### config.mk
export PLATFORM = sky130hd
export DESIGN_NAME = maiw_core
export DESIGN_NICKNAME = d
export VERILOG_FILES = /design/src/hw/maiw_pkg.sv /design/src/hw/maiw_core.sv
export VERILOG_INCLUDE_DIRS = /design/src /design/src/hw
export SDC_FILE = /design/constraint.sdc
export NUM_CORES = 1
export LEC_CHECK = 0
export BUFFER_PORTS_ARGS = -buffer_cell sky130_fd_sc_hd__buf_2
export CAP_MARGIN = 20
export CELL_PAD_IN_SITES_DETAIL_PLACEMENT = 0
export CELL_PAD_IN_SITES_GLOBAL_PLACEMENT = 1
export CORE_ASPECT_RATIO = 0.9
export CORE_MARGIN = 4
export CORE_UTILIZATION = 40
export CTS_BUF_LIST = sky130_fd_sc_hd__clkbuf_16
export DETAILED_ROUTE_END_ITERATION = 7
export PLACE_DENSITY = 0.76
export SYNTH_ARGS = -nofsm -noshare
export SYNTH_HDL_FRONTEND = slang
export SYNTH_SLANG_ARGS = --single-unit
### constraint.sdc
create_clock -name clk -period 4.65 [get_ports clk]
set_input_delay 0.465 -clock clk [delete_from_list [all_inputs] [get_ports clk]]
set_output_delay 0.465 -clock clk [all_outputs]
set_load 0.01 [all_outputs]
### src/hw/maiw_map.svh
`ifndef MAIW_MAP_SVH
`define MAIW_MAP_SVH
`define MAIW_OFS_CTRL 8'h00
`define MAIW_OFS_STAT 8'h04
`define MAIW_OFS_ISR 8'h08
`define MAIW_OFS_IMR 8'h0C
`define MAIW_OFS_WORD 8'h10
`define MAIW_CTRL_PTR 0
`define MAIW_CTRL_RST 1'b0
`define MAIW_IMR_RST 3'h0
`define MAIW_STAT_FAULT 0
`define MAIW_STAT_SEQ_LSB 4
`define MAIW_STAT_LAST_LSB 8
`define MAIW_IRQ_WRAP 0
`define MAIW_IRQ_FAULT 1
`define MAIW_IRQ_CONV 2
`define MAIW_NIRQ 3
`define MAIW_NCH 8
`define MAIW_DATA_W 12
`define MAIW_ID_LSB 12
`define MAIW_ID_MSB 14
`define MAIW_SIGN_BIT 15
`define MAIW_FULL 12'hFFF
`define MAIW_SETTLE_MS 4
`define MAIW_SETTLE_PCT 95
`define MAIW_FILT_SHIFT 2
`define MAIW_RESP_OK 2'h0
`define MAIW_RESP_ERR 2'h2
`endif

### src/hw/maiw_pkg.sv
package maiw_pkg;
    typedef logic [11:0] maiw_mag_t;
    typedef logic [2:0] maiw_ch_t;
    typedef logic signed [13:0] maiw_acc_t;
    typedef logic [15:0] maiw_word_t;
    typedef enum logic {MAIW_MUX, MAIW_PTR} maiw_mode_t;
endpackage
### src/hw/maiw_core.sv
`include "maiw_map.svh"
// Overview of operation
// - Multiplexed mode hands over exactly one channel per scan.
// - After the last enabled channel the sequence restarts at channel 1.
// - Channels beyond the enabled count are skipped.
// - Pointer mode supplies every enabled channel within one scan.
// - Conversion results are stored continuously, independent of scans.
// - Reported data settles to 95 percent of a step in about 4 ms.
// - The CPU sees one 16-point input word.
// - Bits 0 to 11 hold the binary result, bit n weighs 2^n.
// - Channel id bits hold channel minus one, lowest bit least significant.
// - Channel id bits follow the reported channel on every scan.
// - Missing supply sets the top bit and forces data to zero.
// - With non-zero data the top bit is the sign.
// - Unipolar results span codes 0 to 4095.
// - Bipolar results are sign plus 12-bit magnitude, 4095 full scale.
// - One count is span over 4095 or 8190.
// - Word holds 12 data, 3 id and one shared sign/diagnostic bit.
// - Count inputs weighted 1, 2, 4 enable value plus one channels.
module maiw_core
    import maiw_pkg::*;
#(
    parameter int NCH = `MAIW_NCH,
    parameter int FILT_SHIFT = `MAIW_FILT_SHIFT
) (
    input wire logic clk,
    input wire logic sys_rst,
    input wire logic adc_valid,
    input wire logic [2:0] adc_chan,
    input wire logic [11:0] adc_mag,
    input wire logic adc_neg,
    input wire logic supply_ok,
    input wire logic [2:0] chan_cnt_sel,
    input wire logic scan_start,
    input wire logic word_req,
    output logic [15:0] in_word,
    output logic chan_id_bit0,
    output logic chan_id_bit1,
    output logic chan_id_bit2,
    output logic irq,
    input wire logic [7:0] s_axi_awaddr,
    input wire logic s_axi_awvalid,
    output logic s_axi_awready,
    input wire logic [31:0] s_axi_wdata,
    input wire logic [3:0] s_axi_wstrb,
    input wire logic s_axi_wvalid,
    output logic s_axi_wready,
    output logic [1:0] s_axi_bresp,
    output logic s_axi_bvalid,
    input wire logic s_axi_bready,
    input wire logic [7:0] s_axi_araddr,
    input wire logic s_axi_arvalid,
    output logic s_axi_arready,
    output logic [31:0] s_axi_rdata,
    output logic [1:0] s_axi_rresp,
    output logic s_axi_rvalid,
    input wire logic s_axi_rready
);

    if (NCH != 8 || FILT_SHIFT < 1 || FILT_SHIFT > 6) begin : g_chk
        $error("maiw_core: NCH must be 8 and FILT_SHIFT 1 to 6");
    end

    localparam maiw_acc_t FLIM = maiw_acc_t'(1) <<< FILT_SHIFT;

    function automatic maiw_ch_t next_ch(maiw_ch_t c, maiw_ch_t last);
        next_ch = (c >= last) ? 3'h0 : c + 3'h1;
    endfunction

    // A plain first-order filter stalls short of the target; snapping
    // once the error is below one step gives the exact final code.
    function automatic maiw_acc_t filt_step(maiw_acc_t y, maiw_acc_t x);
        maiw_acc_t d;
        d = x - y;
        if (d < FLIM && d > -FLIM) begin
            filt_step = x;
        end else begin
            filt_step = y + (d >>> FILT_SHIFT);
        end
    endfunction

    function automatic maiw_mag_t mag_of(maiw_acc_t y);
        maiw_acc_t a;
        a = (y < 0) ? -y : y;
        if (a > $signed({2'b00, `MAIW_FULL})) begin
            mag_of = `MAIW_FULL;
        end else begin
            mag_of = a[11:0];
        end
    endfunction

    function automatic maiw_word_t build_word(logic flt, maiw_acc_t y,
                                              maiw_ch_t id);
        maiw_mag_t m;
        m = mag_of(y);
        if (flt) begin
            build_word = {1'b1, id, 12'h000};
        end else begin
            build_word = {(y < 0) && (m != 12'h000), id, m};
        end
    endfunction

    // Converter store, one filtered value per channel.
    maiw_acc_t filt [NCH];
    maiw_ch_t seq_ch;
    maiw_mode_t mode;
    logic [2:0] isr;
    logic [2:0] imr;
    logic fault_q;

    wire maiw_ch_t last = chan_cnt_sel;
    wire conv_take = adc_valid && (adc_chan <= last);
    wire maiw_acc_t smp = adc_neg ? -$signed({2'b00, adc_mag})
                                  : $signed({2'b00, adc_mag});
    wire ptr_mode = (mode == MAIW_PTR);
    wire take_req = ptr_mode && word_req && !scan_start;
    wire deliver = scan_start || take_req;
    wire maiw_ch_t cur_ch = (seq_ch > last) ? 3'h0 : seq_ch;
    wire maiw_ch_t del_ch = (ptr_mode && scan_start) ? 3'h0 : cur_ch;
    wire maiw_ch_t next_seq = next_ch(del_ch, last);
    wire wrap_ev = deliver && (del_ch == last);
    wire flt = !supply_ok;
    wire fault_ev = flt && !fault_q;
    wire maiw_word_t next_word = build_word(flt, filt[del_ch], del_ch);

    always_ff @(posedge clk or posedge sys_rst) begin
        if (sys_rst) begin
            for (int i = 0; i < NCH; i++) begin
                filt[i] <= '0;
            end
        end else if (conv_take) begin
            filt[adc_chan] <= filt_step(filt[adc_chan], smp);
        end
    end

    // The word only moves on a hand-over, so a CPU read between two
    // hand-overs always sees data, id and sign of the same channel.
    always_ff @(posedge clk or posedge sys_rst) begin
        if (sys_rst) begin
            seq_ch <= 3'h0;
            in_word <= 16'h0000;
            chan_id_bit0 <= 1'b0;
            chan_id_bit1 <= 1'b0;
            chan_id_bit2 <= 1'b0;
        end else if (deliver) begin
            seq_ch <= next_seq;
            in_word <= next_word;
            chan_id_bit0 <= del_ch[0];
            chan_id_bit1 <= del_ch[1];
            chan_id_bit2 <= del_ch[2];
        end
    end

    // Register bus: address and data are taken together, one at a time.
    wire aw_go = s_axi_awvalid && s_axi_wvalid && !s_axi_awready
                 && !s_axi_bvalid;
    wire wr_en = s_axi_awready && s_axi_wready;
    wire [7:0] wa = {s_axi_awaddr[7:2], 2'b00};
    wire [7:0] ra = {s_axi_araddr[7:2], 2'b00};
    wire wr_ctrl = wr_en && wa == `MAIW_OFS_CTRL && s_axi_wstrb[0];
    wire wr_isr = wr_en && wa == `MAIW_OFS_ISR && s_axi_wstrb[0];
    wire wr_imr = wr_en && wa == `MAIW_OFS_IMR && s_axi_wstrb[0];
    wire wr_ok = wa == `MAIW_OFS_CTRL || wa == `MAIW_OFS_STAT
                 || wa == `MAIW_OFS_ISR || wa == `MAIW_OFS_IMR
                 || wa == `MAIW_OFS_WORD;
    wire [2:0] isr_clr = wr_isr ? s_axi_wdata[2:0] : 3'h0;
    wire [2:0] isr_set = {conv_take, fault_ev, wrap_ev};
    wire [31:0] stat_val = {21'h00_0000, last, 1'b0, cur_ch, 3'h0, flt};
    wire rd_ok = ra == `MAIW_OFS_CTRL || ra == `MAIW_OFS_STAT
                 || ra == `MAIW_OFS_ISR || ra == `MAIW_OFS_IMR
                 || ra == `MAIW_OFS_WORD;
    wire [31:0] rd_val =
        (ra == `MAIW_OFS_CTRL) ? {31'h0000_0000, ptr_mode} :
        (ra == `MAIW_OFS_STAT) ? stat_val :
        (ra == `MAIW_OFS_ISR) ? {29'h0000_0000, isr} :
        (ra == `MAIW_OFS_IMR) ? {29'h0000_0000, imr} :
        (ra == `MAIW_OFS_WORD) ? {16'h0000, in_word} : 32'h0000_0000;

    always_ff @(posedge clk or posedge sys_rst) begin
        if (sys_rst) begin
            s_axi_awready <= 1'b0;
            s_axi_wready <= 1'b0;
            s_axi_bvalid <= 1'b0;
            s_axi_bresp <= `MAIW_RESP_OK;
        end else begin
            s_axi_awready <= aw_go;
            s_axi_wready <= aw_go;
            if (wr_en) begin
                s_axi_bvalid <= 1'b1;
                s_axi_bresp <= wr_ok ? `MAIW_RESP_OK : `MAIW_RESP_ERR;
            end else if (s_axi_bready) begin
                s_axi_bvalid <= 1'b0;
            end
        end
    end

    always_ff @(posedge clk or posedge sys_rst) begin
        if (sys_rst) begin
            s_axi_arready <= 1'b0;
            s_axi_rvalid <= 1'b0;
            s_axi_rdata <= 32'h0000_0000;
            s_axi_rresp <= `MAIW_RESP_OK;
        end else begin
            s_axi_arready <= s_axi_arvalid && !s_axi_arready
                             && !s_axi_rvalid;
            if (s_axi_arready) begin
                s_axi_rvalid <= 1'b1;
                s_axi_rdata <= rd_val;
                s_axi_rresp <= rd_ok ? `MAIW_RESP_OK : `MAIW_RESP_ERR;
            end else if (s_axi_rready) begin
                s_axi_rvalid <= 1'b0;
            end
        end
    end

    always_ff @(posedge clk or posedge sys_rst) begin
        if (sys_rst) begin
            mode <= maiw_mode_t'(`MAIW_CTRL_RST);
            imr <= `MAIW_IMR_RST;
        end else begin
            if (wr_ctrl) begin
                mode <= maiw_mode_t'(s_axi_wdata[`MAIW_CTRL_PTR]);
            end
            if (wr_imr) begin
                imr <= s_axi_wdata[2:0];
            end
        end
    end

    // A new event in the clearing cycle survives: set wins over clear.
    always_ff @(posedge clk or posedge sys_rst) begin
        if (sys_rst) begin
            isr <= 3'h0;
            fault_q <= 1'b0;
            irq <= 1'b0;
        end else begin
            isr <= (isr & ~isr_clr) | isr_set;
            fault_q <= flt;
            irq <= |(isr & imr);
        end
    end
endmodule

Yosys cells after proc, flatten, opt, wreduce, memory -nomap -nowiden
Index checks and enable logic that the tools add are counted.

Register bits: 183. Bits of input ports: 82. Output and inout bits: 61. Logic and storage cells: 127.

Add/sub/neg operators: 5. Magnitude comparators: 10. Equality and inequality tests: 9. Multiplexer cells: 30. Bitwise logic cells: 6. Reduce and logical (&&, ||, !) cells: 42.

Operators with widths (count): 2-to-1 mux 14 bit (9); bitwise mux 112 bit (1); 2-to-1 mux 16 bit (6); binary-select mux 14 bit (select 3 bit) (2); demux 14 bit (select 3 bit) (1); == test 6 x 2 -> 1 bit, second input constant (4); logical AND 1 bit (20); logical NOT 8 bit (2); adder 14 x 12 -> 14 bit (1); greater-than comparator 14 x 13 -> 1 bit, second input constant (1); greater-than comparator 14 x 3 -> 1 bit, second input constant (1); < comparator 14 x 1 -> 1 bit, second input constant (1); < comparator 14 x 4 -> 1 bit, second input constant (1); negation 12 -> 14 bit (1); negation 14 bit (1); subtractor 14 bit (1); == test 6 x 1 -> 1 bit, second input constant (2); == test 6 x 3 -> 1 bit, second input constant (2); 2-to-1 mux 12 bit (1); 2-to-1 mux 3 bit (4); nonzero test 12 bit (1); logical OR 1 bit (9); greater-or-equal comparator 4 bit, second input constant (2); inverter 3 -> 4 bit (2); other kinds (14) (26).

Logic depth before layout (Yosys ltp)
Gate-level depths: netlist of run 1.

Depth in word-level cells: 14. Gate-level depth with buffers: 25. Depth with buffers taken out: 24.

Least setup slack after synthesis of run 1
OpenSTA, ideal clock, no wires.

Path type: input to register. Start: in adc_chan[2]. End: reg filt[111] (netlist name). Setup time: 0.125 ns. Arrival time: 5.316 ns. Setup slack: -0.791 ns. Cell stages on the path: 24. Path buffers: 2. Path through: buf_1 > buf_1 > mux2i_1 > a21oi_1 > nor2_1 > a211oi_1 > inv_1 > ha_1 > nor2b_1 > o21ai_0 > nand2b_1 > xnor2_1 > inv_1 > ha_1 > a21o_1 > a21oi_1 > o21ai_0 > o41ai_1 > o211ai_1 > o31ai_1 > xnor2_1 > nand3_1 > xor2_1 > mux2_2.

Cells in the longest elaborated chain, start to end: 10. Elaborated cells between the ends (all ways): 19.

Ends and longest elaborated chain: from (decl) (RTL line maiw_core.sv:29) `input wire logic [2:0] adc_chan,`; inverter 3 -> 4 bit (implied by the code) (RTL line maiw_core.sv:132) `filt[adc_chan] <= filt_step(filt[adc_chan], smp);`; binary-select mux 14 bit (select 3 bit) (RTL line maiw_core.sv:132); 2-to-1 mux 14 bit (implied by the code) (2 in a row) (RTL line maiw_core.sv:132); subtractor 14 bit (RTL line maiw_core.sv:74) `d = x - y;`; < comparator 14 x 4 -> 1 bit / greater-than comparator 14 x 3 -> 1 bit (equally long branches) (RTL line maiw_core.sv:75) `if (d < FLIM && d > -FLIM) begin`; logical AND 1 bit (RTL line maiw_core.sv:75); 2-to-1 mux 14 bit (RTL line maiw_core.sv:75); 2-to-1 mux 14 bit (RTL line maiw_core.sv:131) `end else if (conv_take) begin`; bitwise mux 112 bit (RTL line maiw_core.sv:132); to (signal, indexed assignment) (RTL line maiw_core.sv:132); to (decl) (RTL line maiw_core.sv:104) `maiw_acc_t filt [NCH];`.

Parallel ways exist; a longest one is shown, timed or not. The select of a mux whose other input is x is not followed. A chain may end at the register's enable or synchronous reset.

Final worst setup path of run 1
Start: reg filt[57] (netlist name). End: reg filt[90] (netlist name).

Cells in the longest elaborated chain, start to end: 9. Elaborated cells between the ends (all ways): 11.

Ends and longest elaborated chain (RTL line): binary-select mux 14 bit (select 3 bit) * (maiw_core.sv:132); 2-to-1 mux 14 bit (implied by the code) * (2 in a row) (maiw_core.sv:132); subtractor 14 bit (maiw_core.sv:74); < comparator 14 x 4 -> 1 bit / greater-than comparator 14 x 3 -> 1 bit (equally long branches) (maiw_core.sv:75); logical AND 1 bit (maiw_core.sv:75); 2-to-1 mux 14 bit * (maiw_core.sv:75); 2-to-1 mux 14 bit * (maiw_core.sv:131); bitwise mux 112 bit * (maiw_core.sv:132).

Every way passes the cells marked *; elsewhere a longest branch is shown, timed or not. The select of a mux whose other input is x is not followed.

==> results.sh, run 1 <==
export IMPL_max_freq_mhz=222.5
export IMPL_grt_usage=0.2317
export IMPL_use_met2=0.3523
export IMPL_crit_chain="mux2_4 > o22ai_2 > a211oi_2 > buf_4 > fa_2 > nor2b_4 > o31ai_1 > buf_4 > buf_4 > a211o_1 > nand2_2 > xor2_2 > buf_4 > or4_1 > a2111o_1 > nand2_2 > buf_12 > mux2i_2 > buf_6 > o21ai_1"
export IMPL_clockBufferDepth=2
export IMPL_tightestPinTransition_ns=1.134
export IMPL_grt_pass1_vias=9531
export IMPL_cts_htree_levels=4
export IMPL_syn_inst=1179
export IMPL_final_antenna_net_count=0
export IMPL_start_kind="flop"
export IMPL_nFillCells=2410
export IMPL_grt_max_degree=102
export IMPL_die_w_um=179.2
export IMPL_chipHeight_um=162.1
export IMPL_portBuffers=88
export IMPL_timing_final_max_slew_violations=0
export IMPL_wl_um=33620
export IMPL_endpoint_kind="flop"
export IMPL_async_flop_share=1.000
export IMPL_path_common_cell="buf_4"
export IMPL_grt_pass1_wl_um=52890
export IMPL_grt_util_met1=0.3396
export IMPL_initial_utilization=0.4060
export IMPL_rsz0062_at_grt="true"
export IMPL_critPathSlowestCell="or4_1"
export IMPL_relSlewSlack=0.2423
export IMPL_cts_buffers=17
export IMPL_wl_per_cell_um=18.77
export IMPL_vias=9881
export IMPL_hpwl_um=24810
export IMPL_final_cells=1791
export IMPL_layout_nets=1552
export IMPL_boundaryPins=143
export IMPL_cts_tree="built"
export IMPL_rows=56
export IMPL_clk_pin_slew_ns=0.07
export IMPL_setup_viol=0
export IMPL_dp_cells=1748
export IMPL_die_area_um2=29050
export IMPL_cp_arrival_ns=4.77
export IMPL_layout_min_cycle_time_ns=4.494
export IMPL_path_class="reg2reg"
export IMPL_synth_top_cell_area_share=0.3841
export IMPL_yosysSeqAreaShare=0.3841
export IMPL_drc=0
export IMPL_final_cell_area_um2=13730
export IMPL_status="complete, no violations"
export IMPL_clkSinkCount=162
export IMPL_hold_viol_final=0
export IMPL_synth_edf_count=0
export IMPL_diodes=0
export IMPL_utilization=0.5281
export IMPL_clock_latency_ns=0.44
export IMPL_grt_overflow=0
export IMPL_synthTopCellsByArea="dfrtp_1 38%, nand2_1 5.3%, ha_1 4.5%"
export IMPL_syn_area_um2=10550
export IMPL_p_per_area_nw_per_um2=831.1
export IMPL_antenna_found_initial=0
export IMPL_max_vdd_ir_drop_mv=0.5632
export IMPL_drive_gt1_frac=0.3264
export IMPL_cts_root_buf="clkbuf_16"
export IMPL_synth_warning_count=0
export IMPL_cp_data_required_time_ns=4.93
export IMPL_skew_ns=0.01004
export IMPL_max_stage_delay_ns=0.57
export IMPL_area_growth_synth_to_final_pct=30.08
export IMPL_period_share=0.9666
export IMPL_drtIter0Drc=786
export IMPL_gp_congestion=0.9386
export IMPL_synth_top_area_cell="dfrtp_1"
export IMPL_hp_class="in2reg"
export IMPL_grt_busiest_layer="met2"
export IMPL_synthFlopType="dfrtp_1"
export IMPL_synth_cell_types=83
export IMPL_use_met3=0.04631
export IMPL_syn_area_per_cell_um2=8.952
export IMPL_power_leakage_nw=6.352
export IMPL_max_cap_viol_count=0
export IMPL_path_max_fanout=10
export IMPL_viasPerCell=5.517
export IMPL_dr_pass1_iters=5
export IMPL_core_area_um2=25990
export IMPL_dpl_instance_area_um2=12710
export IMPL_synth_seq_cells=162
## layer usage
metal	share of wire	routed length [um]
met1	0.47	15870
met2	0.45	15170
met3	0.060	2024
met4	0.016	552
met5	0	0
## cells in the final DEF, fill, tap and decap left out, types with 9 or more instances in the layout
master and instances:
a21o_1 10, a21oi_1 61, a221oi_1 10, a31oi_1 9, buf_2 85, buf_4 200
clkbuf_16 18, conb_1 18, dfrtp_1 162, ha_1 33, inv_1 53, mux2_2 36
mux2i_1 29, mux2i_2 10, mux4_2 11, nand2_1 146, nand2b_1 10, nand3_1 10
nor2_1 79, nor2b_1 13, nor3_1 18, o21a_1 11, o21ai_0 41, o21ai_1 81
o21ai_2 10, o22ai_1 28, xnor2_1 25, xor2_1 10
## logic make-up after synthesis
family / synth area share
buffers and inverters: 0.06177
and+or+nand+nor: 0.1442
DFF: 0.3841
AOI/OAI and AO/OA: 0.2167
muxes: 0.1108
xor gates and xnor gates: 0.03320
adders and majority gates: 0.04884
other: 0.0003553
## synth_stat cells, drive strengths merged (11+ instances only)
library cell  instances
mux2i                40
nor2                 80
mux2                 43
nor2b                15
buf                  45
a221oi               13
o22ai                31
nand2               152
clkbuf               40
dfrtp               162
xor2                 12
ha                   38
o21ai               133
inv                  57
nor3                 21
mux4                 11
o21a                 12
xnor2                28
a21oi                68
nand3                12
## state kept, by name (all words and copies together), names as in the netlist
signal         cells
fault_q            1
filt             112
imr                3
in_word           16
irq                1
isr                3
mode               1
s_axi_arready      1
s_axi_bresp        1
s_axi_bvalid       1
s_axi_rdata       16
s_axi_rresp        1
s_axi_rvalid       1
s_axi_wready       1
seq_ch             3
## report_power, final
part / total, mW / internal, mW / switching (mW)
Clock: 1.36 / 0.743 / 0.622
Combinational: 7.57 / 3.51 / 4.06
Sequential: 2.48 / 1.98 / 0.495
## timing repair
| action | in CTS | in global routing |
|---|---|---|
| resized for setup | 20 | 70 |
| endpoints found under the setup margin | 108 | 112 |
| endpoints found under the hold margin | 8 | 0 |
| buffers inserted | 3 | 8 |
| gates cloned | 0 | 1 |
| hold buffers | 1 | 0 |
| pin swaps | 15 | 46 |
## final timing paths
path | from | endpoint | slack, ns | depth (start not counted)
worst max-delay path | filt[57]$_DFFE_PP0P_ | filt[90]$_DFFE_PP0P_ | 0.16 | 20
worst min-delay path | s_axi_wvalid | s_axi_wready$_DFF_PP0_ | 0.27 | 2
worst max register to register | filt[57]$_DFFE_PP0P_ | filt[90]$_DFFE_PP0P_ | 0.16 | 20
worst min register to register | s_axi_rvalid$_DFFE_PP0P_ | s_axi_arready$_DFF_PP0_ | 0.45 | 1
max in group asynchronous | sys_rst | filt[40]$_DFFE_PP0P_ | 3.21 | 4
min in group asynchronous | sys_rst | mode$_DFFE_PP0P_ | 0.51 | 3
## cell type report
cell class,instances,area (um2),area share
Multi-Input combinational cell,892,6307,0.4594
Sequential cell,162,4054,0.2953
Timing Repair Buffer,300,2156,0.1570
Tap cell,348,435.4,0.03172
Clock buffer,17,425.4,0.03099
Inverter,57,217.7,0.01586
Clock inverter,15,132.6,0.009661
## per-stage QoR
step / hold slack (ns) / power (mW) / setup WS [ns] / setup TNS, ns
after floorplan: 0.4148 / 6.630 / 0.003082 / 0
after global placement: 0.4230 / 9.448 / -0.5850 / -56.36
after detailed placement: 0.4336 / 9.547 / -0.6257 / -58.36
after CTS: 0.2592 / 11.07 / 0.01059 / 0
after global routing: 0.2680 / 12.26 / -0.1090 / -0.8230
final: 0.2666 / 11.41 / 0.1555 / 0
## worst max-delay path: cells and delay by family, from the launching register on
family	cells	cell delay, ns
DFF	1	0.41
muxes	2	0.52
buffers and inverters	6	0.92
AOI/OAI and AO/OA	6	1.07
and+or+nand+nor	4	0.94
adders and majority gates	1	0.39
xor gates and xnor gates	1	0.07
Note: power is estimated with default switching activity, not from simulation.
==> run 2, diff against run 1 <==
--- a/config.mk
+++ b/config.mk
@@ -6,16 +6,16 @@
 export SDC_FILE = /design/constraint.sdc
 export NUM_CORES = 1
 export LEC_CHECK = 0
-export BUFFER_PORTS_ARGS = -buffer_cell sky130_fd_sc_hd__buf_2
 export CAP_MARGIN = 20
 export CELL_PAD_IN_SITES_DETAIL_PLACEMENT = 0
 export CELL_PAD_IN_SITES_GLOBAL_PLACEMENT = 1
 export CORE_ASPECT_RATIO = 0.9
 export CORE_MARGIN = 4
-export CORE_UTILIZATION = 40
+export CORE_UTILIZATION = 45
 export CTS_BUF_LIST = sky130_fd_sc_hd__clkbuf_16
 export DETAILED_ROUTE_END_ITERATION = 7
-export PLACE_DENSITY = 0.76
+export DONT_BUFFER_PORTS = 1
+export PLACE_DENSITY = 0.77
 export SYNTH_ARGS = -nofsm -noshare
 export SYNTH_HDL_FRONTEND = slang
 export SYNTH_SLANG_ARGS = --single-unit
==> run 2 against run 1 <==
- clock skew rose by 0.0031 ns
- setup slack worse by 0.0098 ns
- fmax down 0.22%
- flip-flop and latch count did not move
- clock power about the same
- largest power group unchanged
- count of clock-buffer cells in the layout unchanged
- critical path depth grew 3
- die area fell by 11%
- final cell count shrank 11%
- total power shrank 4.9%
- critical endpoint is now filt[83]$_DFFE_PP0P_
- sequential power barely moved
==> results.sh, run 2 (synthesis results as in run 1) <==
export IMPL_power_leakage_nw=5.636
export IMPL_area_growth_synth_to_final_pct=19.69
export IMPL_drive_gt1_frac=0.2417
export IMPL_wl_per_cell_um=19.66
export IMPL_endpoint_kind="flop"
export IMPL_max_freq_mhz=222.0
export IMPL_hold_viol_final=0
export IMPL_max_stage_delay_ns=0.38
export IMPL_setup_viol=0
export IMPL_startpoint="filt[30]$_DFFE_PP0P_"
export IMPL_hold_buffers=0
export IMPL_crit_chain="mux2_2 > o22ai_1 > and2_1 > a221oi_2 > buf_4 > inv_4 > ha_4 > nor2b_4 > o31a_1 > o21ai_2 > nor3b_4 > nor2_1 > ha_1 > nand2_1 > o21ai_2 > o41ai_2 > buf_4 > o211ai_1 > o31ai_1 > xnor2_1 > nand3_2 > xor2_4 > mux2_4"
export IMPL_tns_ns=0
export IMPL_viasPerCell=5.793
export IMPL_path_max_fanout=8
export IMPL_hp_class="in2reg"
export IMPL_grt_pass1_vias=9001
export IMPL_max_cap_viol_count=0
export IMPL_portBuffers=0
export IMPL_max_vdd_ir_drop_mv=0.4899
export IMPL_layout_min_cycle_time_ns=4.504
export IMPL_path_class="reg2reg"
export IMPL_utilization=0.5547
export IMPL_clkSinkCount=162
export IMPL_top_regs="filt (112), in_word (16), s_axi_rdata (16)"
export IMPL_status="complete, no violations"
export IMPL_crit_path_end="filt[83]$_DFFE_PP0P_"
export IMPL_intPower_mw=5.902
export IMPL_grt_overflow=0
export IMPL_grt_usage=0.2384
export IMPL_grt_max_degree=163
export IMPL_drtIter0Drc=666
export IMPL_critPathSlowestCell="dfrtp_1"
export IMPL_cts_htree_levels=4
export IMPL_skew_ns=0.01319
export IMPL_die_area_um2=25970
export IMPL_grt_pass1_wl_um=49470
export IMPL_r2r_start="filt[30]$_DFFE_PP0P_"
export IMPL_top_register="filt"
export IMPL_cts_tree="built"
export IMPL_hpwl_um=22300
export IMPL_core_area_um2=22770
export IMPL_relSlewSlack=0.3969
export IMPL_dp_cells=1553
export IMPL_switching_share=0.4563
export IMPL_final_cell_mix="162 x dfrtp_1, 147 x nand2_1, 146 x buf_4"
export IMPL_antenna_found_initial=0
export IMPL_clockBufferDepth=2
export IMPL_cts_root_buf="clkbuf_16"
export IMPL_cp_arrival_ns=4.82
export IMPL_layout_commonest_cell="dfrtp_1"
export IMPL_wl_um=31290
export IMPL_rr_endpoint="filt[83]$_DFFE_PP0P_"
export IMPL_vias=9222
export IMPL_clock_latency_ns=0.44
export IMPL_gp_congestion=0.8983
export IMPL_largest_register_ffs=112
export IMPL_r2r_slack_ns=0.15
export IMPL_cts_buffers=17
export IMPL_hold_slack_ns=0.1064
export IMPL_final_antenna_net_count=0
export IMPL_p_comb_frac=0.641
export IMPL_power_switching_mw=4.953
export IMPL_dr_pass1_iters=5
export IMPL_diodes=0
export IMPL_clkPwrFrac=0.128
export IMPL_total_power_mw=10.86
export IMPL_rsz0062_at_grt="true"
export IMPL_cp_data_required_time_ns=4.96
export IMPL_die_w_um=169.4
export IMPL_rows=52
export IMPL_r2r_cells=23
export IMPL_chipHeight_um=153.3
export IMPL_finalWorstSetupSlack_ns=0.1458
export IMPL_final_cell_area_um2=12630
export IMPL_seqPwrFrac=0.230
export IMPL_tightestPinTransition_ns=0.9046
export IMPL_timing_final_max_slew_violations=0
export IMPL_dpl_instance_area_um2=11760
export IMPL_period_share=0.9687
export IMPL_start_kind="flop"
export IMPL_clk_pin_slew_ns=0.07
export IMPL_final_cells=1592
export IMPL_drc=0
export IMPL_initial_utilization=0.4635
export IMPL_layout_nets=1404
export IMPL_p_per_area_nw_per_um2=859.4
export IMPL_boundaryPins=143
export IMPL_dpl_worst_slack_ns=-0.3697
[run 2: cell types whose count changed in the layout (fill, tap and decap cells not counted), sizes merged]
cell         change
inv              +1
buf            -146
clkinv           +1
clkinvlp         -2
clkbuf           -1
dlygate4sd3      -1
[run 2: worst min path at each step]
| stage | slack [ns] | depth (start not counted) | endpoint | from |
|---|---|---|---|---|
| 6_report | 0.11 | 1 | fault_q$_DFF_PP0_ | supply_ok |
| 5_1_grt | 0.11 | 1 | fault_q$_DFF_PP0_ | supply_ok |
| 4_1_cts | 0.1 | 1 | fault_q$_DFF_PP0_ | supply_ok |
| 3_5_place_dp | 0.43 | 1 | isr[1]$_DFF_PP0_ | fault_q$_DFF_PP0_ |
| 3_3_place_gp | 0.43 | 1 | isr[1]$_DFF_PP0_ | fault_q$_DFF_PP0_ |
| 2_1_floorplan | 0.41 | 1 | isr[1]$_DFF_PP0_ | fault_q$_DFF_PP0_ |
[run 2: per-layer routing]
| metal | GRT usage | wire length, um | up-vias |
|---|---|---|---|
| met5 | 0 | 0 | - |
| li1 | - | - | 4450 |
| met3 | 0.05010 | 2242 | 46 |
| met2 | 0.3691 | 14200 | 311 |
| met4 | 0.06784 | 685 | 0 |
| met1 | 0.3389 | 14160 | 4415 |
[run 2: worst max-delay path, delay by kind of cell (launching register included)]
family / cells / cell delay (ns)
compound gates: 8 / 1.36
simple gates: 6 / 0.80
mux: 2 / 0.56
fa+ha+maj: 2 / 0.50
buf+inv: 3 / 0.41
xor+xnor: 2 / 0.39
flops: 1 / 0.38
[run 2: repair_timing]
action                                  CTS  global route
endpoints found under the setup margin   33           112
resized for setup                         3            45
setup buffers                             3             5
pin swaps                                 3            23
[run 2: power by group through the flow]
stage                     logic, mW  clock network, mW  registers [mW]
after global placement         6.48                  0            2.50
after floorplan                4.28                  0            2.35
final                          6.96               1.39            2.50
after detailed placement       6.56                  0            2.51
after global routing           7.62               1.46            2.58
after CTS                      6.63               1.41            2.49
[run 2: cell type report]
| class | count | area [um2] |
|---|---|---|
| multi-input combinational | 892 | 6203 |
| clock buffer | 17 | 425.4 |
| inverter | 57 | 220.2 |
| tap | 297 | 371.6 |
| sequential | 162 | 4054 |
| fill | 2036 | 10140 |
| timing repair buffer | 152 | 1206 |
| clock inverter | 15 | 151.4 |
